==> config.mk <==
export PLATFORM = sky130hd
export DESIGN_NAME = nvws_top
export DESIGN_NICKNAME = d
export VERILOG_FILES = /design/src/core/nvws_pkg.sv /design/src/core/nvws_top.sv /design/src/core/nvws_mem.sv
export SDC_FILE = /design/constraint.sdc
export NUM_CORES = 1
export LEC_CHECK = 0
export BUFFER_PORTS_ARGS = -buffer_cell sky130_fd_sc_hd__buf_2
export CAP_MARGIN = 20
export CORE_ASPECT_RATIO = 1.25
export CORE_MARGIN = 3
export CORE_UTILIZATION = 29
export CTS_CLUSTER_SIZE = 20
export DETAILED_ROUTE_END_ITERATION = 10
export PLACE_DENSITY_LB_ADDON = 0.25
export SLEW_MARGIN = 20
export SYNTH_ARGS = -nofsm -noshare
export SYNTH_HDL_FRONTEND = slang
export SYNTH_SLANG_ARGS = --single-unit
==> constraint.sdc <==
create_clock -name clk_sys -period 3.2 [get_ports clk_sys]
set_clock_uncertainty 0.15 [all_clocks]
set_input_delay 0.32 -clock clk_sys [delete_from_list [all_inputs] [get_ports clk_sys]]
set_output_delay 0.32 -clock clk_sys [all_outputs]
set_load 0.005 [all_outputs]
==> src/core/nvws_pkg.sv <==
// constants and types of the nvram and watchdog service block
package nvws_pkg;
    localparam int unsigned CLK_HZ      = 100_000_000;
    localparam int unsigned WDOG_TMO_MS = 1200;
    localparam int unsigned WDOG_CYC    = WDOG_TMO_MS * (CLK_HZ / 1000);
    localparam int unsigned XFER_TMO_MS = 10;
    localparam int unsigned XFER_CYC    = XFER_TMO_MS * (CLK_HZ / 1000);
    localparam int unsigned NV_AW       = 6;
    localparam int unsigned NV_DW       = 16;
    localparam logic [7:0]  NV_USER     = 8'h20;
    localparam logic [7:0]  NV_LAST     = 8'h3F;
    localparam logic [16:0] NV_END      = 17'h00040;
    localparam logic [15:0] NV_ERASED   = 16'hFFFF;
    // function codes
    localparam logic [7:0] FC_WREN  = 8'h00;
    localparam logic [7:0] FC_WRDIS = 8'h01;
    localparam logic [7:0] FC_READ  = 8'h02;
    localparam logic [7:0] FC_WRITE = 8'h03;
    localparam logic [7:0] FC_VERIF = 8'h04;
    localparam logic [7:0] FC_ERASE = 8'h05;
    localparam logic [7:0] FC_WD_ON = 8'h0C;
    localparam logic [7:0] FC_WD_OF = 8'h0D;
    localparam logic [7:0] FC_WD_RF = 8'h0E;
    // result codes
    localparam logic [7:0] RES_OK   = 8'h00;
    localparam logic [7:0] RES_RSVD = 8'h10;
    localparam logic [7:0] RES_ADDR = 8'h20;
    localparam logic [7:0] RES_ILL  = 8'h40;
    localparam logic [7:0] RES_TMO  = 8'h80;
    localparam logic [7:0] RES_VER  = 8'hFF;
    // register byte offsets and fields
    localparam logic [7:0] ADR_CMD  = 8'h00;
    localparam logic [7:0] ADR_DATA = 8'h04;
    localparam logic [7:0] ADR_STAT = 8'h08;
    localparam int unsigned CMD_FC  = 0;
    localparam int unsigned CMD_AD  = 8;
    localparam int unsigned CMD_CNT = 16;
    localparam logic [31:0] CMD_RST = 32'h00000000;

    typedef enum logic [2:0] {
        ST_IDLE  = 3'b001,
        ST_ERASE = 3'b010,
        ST_XFER  = 3'b100
    } nvws_state_t;

    function automatic logic nvws_is_wd(input logic [7:0] fc);
        return (fc == FC_WD_ON) || (fc == FC_WD_OF) || (fc == FC_WD_RF);
    endfunction : nvws_is_wd

    function automatic logic nvws_is_io(input logic [7:0] fc);
        return (fc >= FC_READ) && (fc <= FC_ERASE);
    endfunction : nvws_is_io

    function automatic logic nvws_is_mod(input logic [7:0] fc);
        return (fc == FC_WRITE) || (fc == FC_ERASE);
    endfunction : nvws_is_mod
endpackage : nvws_pkg

==> src/core/nvws_top.sv <==
// nvram and watchdog service engine with wishbone register access
//
// Decided for this implementation: the register addresses and register access over Wishbone.
`timescale 1ns/100ps
module nvws_top
    import nvws_pkg::*;
#(
    parameter int unsigned WDOG_CYCLES = WDOG_CYC,
    parameter int unsigned XFER_CYCLES = XFER_CYC
) (
    input  wire logic        clk_sys,
    input  wire logic        resetn,
    input  wire logic        wb_cyc,
    input  wire logic        wb_stb,
    input  wire logic        wb_we,
    input  wire logic [7:0]  wb_adr,
    input  wire logic [3:0]  wb_sel,
    input  wire logic [31:0] wb_dat_i,
    output logic      [31:0] wb_dat_o,
    output logic             wb_ack,
    output logic             wdt_reset
);
    localparam int unsigned WDW = $clog2(WDOG_CYCLES);
    localparam int unsigned TMW = $clog2(XFER_CYCLES);

    logic              ack_q;
    logic              pend_q;
    logic [31:0]       dat_q;
    logic [31:0]       cmd_q;
    nvws_state_t       st_q;
    nvws_state_t       st_d;
    logic [7:0]        op_q;
    logic [5:0]        ptr_q;
    logic [6:0]        left_q;
    logic [7:0]        done_q;
    logic [7:0]        res_q;
    logic [7:0]        res_d;
    logic [7:0]        info_q;
    logic [7:0]        info_d;
    logic              wren_q;
    logic              wren_d;
    logic              wd_en_q;
    logic [WDW-1:0]    wd_cnt_q;
    logic              wdt_q;
    logic [TMW-1:0]    tmo_q;
    logic              cmp_v_q;
    logic [15:0]       cmp_w_q;
    logic [15:0]       mem_rd;

    // bus decode
    wire        req      = wb_cyc & wb_stb & ~ack_q & ~pend_q;
    wire        bus_wr   = req & wb_we;
    wire        bus_rd   = req & ~wb_we;
    wire        hit_cmd  = wb_adr[7:2] == ADR_CMD[7:2];
    wire        hit_data = wb_adr[7:2] == ADR_DATA[7:2];
    wire        hit_stat = wb_adr[7:2] == ADR_STAT[7:2];
    wire        sel_all  = wb_sel == 4'hF;
    wire        sel_lo   = wb_sel[1:0] == 2'b11;
    wire        srst     = wdt_q;  // watchdog bite clears the engine

    // command fields
    wire [7:0]  fc       = wb_dat_i[CMD_FC +: 8];
    wire [7:0]  ad       = wb_dat_i[CMD_AD +: 8];
    wire [15:0] cnt      = wb_dat_i[CMD_CNT +: 16];
    wire        idle     = st_q == ST_IDLE;
    wire        xfer     = st_q == ST_XFER;
    wire        cmd_go   = bus_wr & hit_cmd & sel_all;
    wire        wd_go    = cmd_go & nvws_is_wd(fc);
    // store commands while busy are dropped; only the watchdog acts
    wire        nv_go    = cmd_go & idle & ~nvws_is_wd(fc);

    // start checks
    wire [16:0] end_sum  = {9'h000, ad} + {1'b0, cnt};
    wire        legal    = (fc <= FC_ERASE);
    wire        bad_rng  = (ad > NV_LAST) | (end_sum > NV_END);
    wire        rsv      = ad < NV_USER;
    wire        io       = nvws_is_io(fc);
    wire        modf     = nvws_is_mod(fc);
    wire [7:0]  chk_res  =
        !legal                ? RES_ILL  :
        (io & bad_rng)        ? RES_ADDR :
        (modf & rsv)          ? RES_RSVD :
        (modf & ~wren_q)      ? RES_ILL  :
        RES_OK;
    wire        run      = nv_go & io & (chk_res == RES_OK) & (cnt != 16'h0000);

    // word movement during a session
    wire        d_ok     = xfer & hit_data & ~cmp_v_q;
    wire        dat_rd   = bus_rd & d_ok & (op_q == FC_READ);
    wire        wr_word  = bus_wr & d_ok & sel_lo & (op_q == FC_WRITE);
    wire        ver_iss  = bus_wr & d_ok & sel_lo & (op_q == FC_VERIF);
    wire        erasing  = st_q == ST_ERASE;
    wire        miss     = cmp_v_q & (mem_rd != cmp_w_q);
    wire        cmp_ok   = cmp_v_q & ~miss;
    wire        step     = erasing | wr_word | dat_rd;
    wire        adv      = step | cmp_ok;
    wire        last     = left_q == 7'h01;
    wire        tmo_hit  = xfer & ~cmp_v_q & (tmo_q == TMW'(XFER_CYCLES - 1));
    wire        wd_bite  = wd_en_q & (wd_cnt_q == WDW'(WDOG_CYCLES - 1));

    // store port: erase writes the erased pattern, writes take bus data
    wire        mem_we   = (erasing | wr_word) & wren_q;
    wire        mem_re   = dat_rd | ver_iss;
    wire [15:0] mem_wd   = erasing ? NV_ERASED : wb_dat_i[15:0];

    // status word and read mux
    wire [31:0] stat_w   = {13'h0000, wd_en_q, wren_q, ~idle, info_q, res_q};
    wire [31:0] rd_mux   = hit_stat ? stat_w :
                           hit_cmd  ? cmd_q  : 32'h00000000;

    nvws_mem #(
        .AW (NV_AW),
        .DW (NV_DW)
    ) u_mem (
        .clk_sys (clk_sys),
        .resetn  (resetn),
        .we      (mem_we),
        .re      (mem_re),
        .addr    (ptr_q),
        .wdata   (mem_wd),
        .rdata_q (mem_rd)
    );

    // session state
    always_comb begin
        st_d = st_q;
        case (st_q)
            ST_IDLE: begin
                if (run) begin
                    st_d = (fc == FC_ERASE) ? ST_ERASE : ST_XFER;
                end
            end
            ST_ERASE: begin
                if (last) begin
                    st_d = ST_IDLE;
                end
            end
            ST_XFER: begin
                if ((adv & last) | miss | tmo_hit) begin
                    st_d = ST_IDLE;
                end
            end
            default: st_d = ST_IDLE;
        endcase
    end

    // result code and companion byte
    always_comb begin
        res_d  = res_q;
        info_d = info_q;
        if (nv_go) begin
            res_d  = chk_res;
            info_d = 8'h00;
        end else if (adv & last) begin
            res_d  = RES_OK;
            info_d = done_q + 8'h01;
        end else if (miss) begin
            res_d  = RES_VER;
            info_d = {2'b00, ptr_q};
        end else if (tmo_hit) begin
            res_d  = RES_TMO;
            info_d = done_q;
        end
    end

    // permission state
    always_comb begin
        wren_d = wren_q;
        if (nv_go && fc == FC_WREN) begin
            wren_d = 1'b1;
        end else if (nv_go && fc == FC_WRDIS) begin
            wren_d = 1'b0;
        end
    end

    // engine registers, cleared by reset or by a watchdog bite
    always_ff @(posedge clk_sys or negedge resetn) begin
        if (!resetn) begin
            st_q   <= ST_IDLE;
            res_q  <= RES_OK;
            info_q <= 8'h00;
            wren_q <= 1'b0;
        end else if (srst) begin
            st_q   <= ST_IDLE;
            res_q  <= RES_OK;
            info_q <= 8'h00;
            wren_q <= 1'b0;
        end else begin
            st_q   <= st_d;
            res_q  <= res_d;
            info_q <= info_d;
            wren_q <= wren_d;
        end
    end

    // word pointer, words left and words done
    always_ff @(posedge clk_sys or negedge resetn) begin
        if (!resetn) begin
            op_q   <= 8'h00;
            ptr_q  <= 6'h00;
            left_q <= 7'h00;
            done_q <= 8'h00;
        end else if (run) begin
            op_q   <= fc;
            ptr_q  <= ad[5:0];
            left_q <= cnt[6:0];
            done_q <= 8'h00;
        end else if (adv) begin
            ptr_q  <= ptr_q + 6'h01;
            left_q <= left_q - 7'h01;
            done_q <= done_q + 8'h01;
        end
    end

    // verify compare one cycle after the store read
    always_ff @(posedge clk_sys or negedge resetn) begin
        if (!resetn) begin
            cmp_v_q <= 1'b0;
            cmp_w_q <= 16'h0000;
        end else begin
            cmp_v_q <= ver_iss & ~srst;
            if (ver_iss) begin
                cmp_w_q <= wb_dat_i[15:0];
            end
        end
    end

    // idle timer of a session waiting on the bus
    always_ff @(posedge clk_sys or negedge resetn) begin
        if (!resetn) begin
            tmo_q <= '0;
        end else if (!xfer || srst || (req && hit_data) || tmo_hit) begin
            tmo_q <= '0;
        end else begin
            tmo_q <= tmo_q + TMW'(1);
        end
    end

    // watchdog; enable also restarts the count so it never bites early
    always_ff @(posedge clk_sys or negedge resetn) begin
        if (!resetn) begin
            wd_en_q  <= 1'b0;
            wd_cnt_q <= '0;
            wdt_q    <= 1'b0;
        end else begin
            wdt_q <= wd_bite;
            if (srst || (wd_go && fc == FC_WD_OF)) begin
                wd_en_q <= 1'b0;
            end else if (wd_go && fc == FC_WD_ON) begin
                wd_en_q <= 1'b1;
            end
            if (!wd_en_q || wd_bite || (wd_go && fc != FC_WD_OF)) begin
                wd_cnt_q <= '0;
            end else begin
                wd_cnt_q <= wd_cnt_q + WDW'(1);
            end
        end
    end

    // bus answer: one cycle, two for a store read
    always_ff @(posedge clk_sys or negedge resetn) begin
        if (!resetn) begin
            ack_q  <= 1'b0;
            pend_q <= 1'b0;
            dat_q  <= 32'h00000000;
            cmd_q  <= CMD_RST;
        end else begin
            ack_q  <= (req & ~dat_rd) | pend_q;
            pend_q <= dat_rd;
            if (pend_q) begin
                dat_q <= {16'h0000, mem_rd};
            end else if (bus_rd) begin
                dat_q <= rd_mux;
            end
            if (cmd_go) begin
                cmd_q <= wb_dat_i;
            end
        end
    end

    assign wb_ack    = ack_q;
    assign wb_dat_o  = dat_q;
    assign wdt_reset = wdt_q;
endmodule : nvws_top

==> src/core/nvws_mem.sv <==
// word store of the nvram service with registered read data
`timescale 1ns/100ps
module nvws_mem
    import nvws_pkg::*;
#(
    parameter int unsigned AW = NV_AW,
    parameter int unsigned DW = NV_DW
) (
    input  wire logic          clk_sys,
    input  wire logic          resetn,
    input  wire logic          we,
    input  wire logic          re,
    input  wire logic [AW-1:0] addr,
    input  wire logic [DW-1:0] wdata,
    output logic      [DW-1:0] rdata_q
);
    logic [DW-1:0] mem_q [2**AW];

    // array has no reset so contents survive every module reset
    always_ff @(posedge clk_sys) begin
        if (we) begin
            mem_q[addr] <= wdata;
        end
    end

    // read port
    always_ff @(posedge clk_sys or negedge resetn) begin
        if (!resetn) begin
            rdata_q <= '0;
        end else if (re) begin
            rdata_q <= mem_q[addr];
        end
    end
endmodule : nvws_mem

==> results.toml <==
[logic_synthesis]
async_flop_share = 0.159
yosys.area.top_type_share = 0.659
seq_area_frac_synth = 0.763
ys_ff_latch = 1218
syn_nets = 3003
syn_area_sq_um = 46700
synth.avg_cell_area_sq_um = 15.9
synth_top_flop_cell = "edfxtp_1"
synth_top_cell_by_area = "edfxtp_1"
yosys_warnings = 0
syn-instance-count = 2939
ys_types = 73
synth.area.top_cells = "edfxtp_1 66%, dfrtp_1 10%, a22oi_1 5.6%"
synth-edff-count = 1024

[cts]
htree_levels = 3
post_cts_buffers = 0
clock-sinks = 1218
cts_tree = "built"
clockBufferDepth = 3
clk_latency_ns = 0.74
cts_buffers = 121
cts-root-buf = "clkbuf_16"
cts.clk_slew.worst_paths_ns = 0.06

[layout]
area_growth_pct = 23.9
final_cell_count_no_fill = 5578
final_cell_mix = "1024 x edfxtp_1, 348 x a22oi_1, 292 x buf_4"
drive_above_1_share = 0.222
seqCellArea_sq_um = 35600
multi_input_area_sq_um = 10500
nFillCells = 15000
postLayoutCoreUtil = 0.364
final_area_sq_um = 57800
fin_nets = 3474
mostFrequentLayoutCell = "edfxtp_1"

[place]
dp_slack_ns = -0.123
dpl.hpwl_um = 94300
dpl_cell_area_sq_um = 53400
port_buffers = 80
numPlacedInstances = 5305
place.gp.congestion = 0.837

[global_routing]
grt_start_max_net_pins = 92
track_usage = 0.177
antenna_found_initial = 4
grt_pass1_vias = 29000
grt_pass1_wl_um = 213000
grt_overflow = 0

[drt]
vias_per_cell = 5.17
route.met3.wl_um = 7450
wl_per_cell_um = 26.5
wirelength_um = 148000
drt-pass1-iter-count = 8
drt-met1-wl_um = 60800
wl_met2_um = 75200
antenna_left = 0
highest-signal-layer = "met4"
drc = 0
drtIter0Drc = 2425
num_vias = 28800

[power_and_ir_drop]
power_uw = 31900
swShare = 0.207
combPwrFrac = 0.022
p_seq_frac = 0.539
vdd_drop_max_mv = 0.414
internal_power_uw = 25300
leakage_uw = 0.0197
power.switching_uw = 6620
clock_power_share = 0.439
power_density_nw_per_um2 = 552

[critical_path]
path_max_fanout = 23
reg2reg_depth = 9
crit_arrival_ns = 3.60
crit_chain = "buf_4, and3_4, buf_12, buf_4, a22oi_1, nand4_1, a21oi_1, nand3_1, mux2_2"
slowest_delay_ns = 0.51
startpoint_type = "flip-flop"
worstSetupEndpoint = "u_mem.rdata_q[14]"
regToRegEndpoint = "u_mem.rdata_q[14]"
crit_required_ns = 3.67
worst-path-stages = 9
reg2reg_from = "ptr_q[1]"
cp-startpoint = "ptr_q[1]"
critPathKind = "flip-flop to flip-flop"
crit_family = "simple AND/OR/NAND/NOR gates"
end_kind = "flip-flop"
r2r_slack_ns = 0.06
critical_path.slowest_cell = "a21oi_1"
crit_buf_inv = 3
cpMostUsedCell = "buf_4"

[run]
maxCapViolCount = 0

[timing]
slew_headroom = 0.466
post-route-period-util = 0.980
setup_ws_ns = 0.0643
final.min_clock_period_ns = 3.14
worstMarginPinSlew_ns = 0.795
hold_violations = 0
fmax_ghz = 0.319
setup_viol = 0
grt_setup_unrepaired = "true"
slew_violations = 0

[floorplanning]
rows = 163
start_util = 0.294
die_width_um = 365
die_area_sq_um = 166000
die_h_um = 455
io_pins = 83
core_sq_um = 159000

[worst_hold_path]
hold_class = "input port to async pin"

[outcome]
status = "completed"
[how the worst min path moves through the flow]
stage	from	end	slack (ns)
2_1_floorplan	resetn	cmd_q[0]	-0.13
3_3_place_gp	cmd_q[1]	cmd_q[1]	0.30
3_5_place_dp	cmd_q[1]	cmd_q[1]	0.30
4_1_cts	wb_adr[7]	pend_q	0.007
5_1_grt	wb_adr[7]	pend_q	0.08
6_report	resetn	left_q[4]	0.1
[kinds of logic after synthesis]
| kind of cell | after synthesis | synth area share |
|---|---|---|
| adders and majority gates | 15 | 0.00418 |
| muxes | 54 | 0.0128 |
| and+or+nand+nor | 578 | 0.0604 |
| xor gates and xnor gates | 83 | 0.0156 |
| AOI/OAI and AO/OA | 789 | 0.127 |
| buffers and inverters | 202 | 0.0167 |
| DFF | 1218 | 0.763 |
[power by group through the flow]
stage	clock, uW	sequential, uW	combinational (uW)
final	14000	17200	706
after global routing	14900	17200	764
after CTS	14300	17200	710
after detailed placement	0	17600	667
after global placement	0	17600	658
after floorplan	0	17600	232
[sequential cells by signal, indices dropped and copies added, names as in the netlist]
| signal | cells |
|---|---|
| cmd_q | 32 |
| cmp_v_q | 1 |
| cmp_w_q | 16 |
| done_q | 8 |
| info_q | 8 |
| left_q | 7 |
| op_q | 8 |
| pend_q | 1 |
| ptr_q | 6 |
| res_q | 5 |
| st_q | 3 |
| tmo_q | 20 |
| u_mem.mem_q | 1024 |
| u_mem.rdata_q | 16 |
| wb_ack | 1 |
| wb_dat_o | 32 |
| wd_cnt_q | 27 |
| wd_en_q | 1 |
| wdt_reset | 1 |
| wren_q | 1 |
[stage by stage]
stage	hold WS, ns	TNS (ns)
after floorplan	-0.126	-0.441
after global placement	0.295	-17.30
after detailed placement	0.301	-10.05
after CTS	0.00651	0
after global routing	0.0820	-0.0218
final	0.0976	0
[cell usage after synthesis (29+ instances only)]
cell type and instances:
nor4_1 34, nand4_1 34, nand2_1 152, buf_1 36, a21oi_1 54, nand3_1 44
edfxtp_1 1024, clkbuf_1 127, a22o_1 99, a221oi_1 101, nor2_1 176, a31oi_1 87
inv_1 29, dfrtp_1 193, xor2_1 51, a22oi_1 349, xnor2_1 32, mux2_2 35
[layout make-up]
class	count	area share
Timing Repair Buffer	521	0.0888
Antenna cell	7	0.000303
Clock buffer	142	0.0537
Sequential cell	1218	0.616
Tap cell	2062	0.0446
Inverter	29	0.00188
Clock inverter	80	0.0131
Multi-Input combinational cell	1519	0.182
[routing by layer]
metal  track usage  vias to the layer above
li1              -                    12800
met4        0.0567                        0
met3        0.0221                      200
met1         0.225                    14900
met5             0                        -
met2         0.310                      881
[worst reg2reg max path, delay by kind of cell, from the launching register on]
family | cells | cell delay, ns
flops | 1 | 0.46
mux | 1 | 0.31
compound gates | 2 | 0.73
simple gates | 3 | 0.77
buf+inv | 3 | 0.61
[repair_timing]
| action | 4_1_cts | 5_1_grt |
|---|---|---|
| resized for setup | 3 | 17 |
| hold buffers | 44 | 0 |
| setup endpoints to repair | 123 | 82 |
| endpoints found under the hold margin | 164 | 0 |
Power figures use the tool's default switching activity.
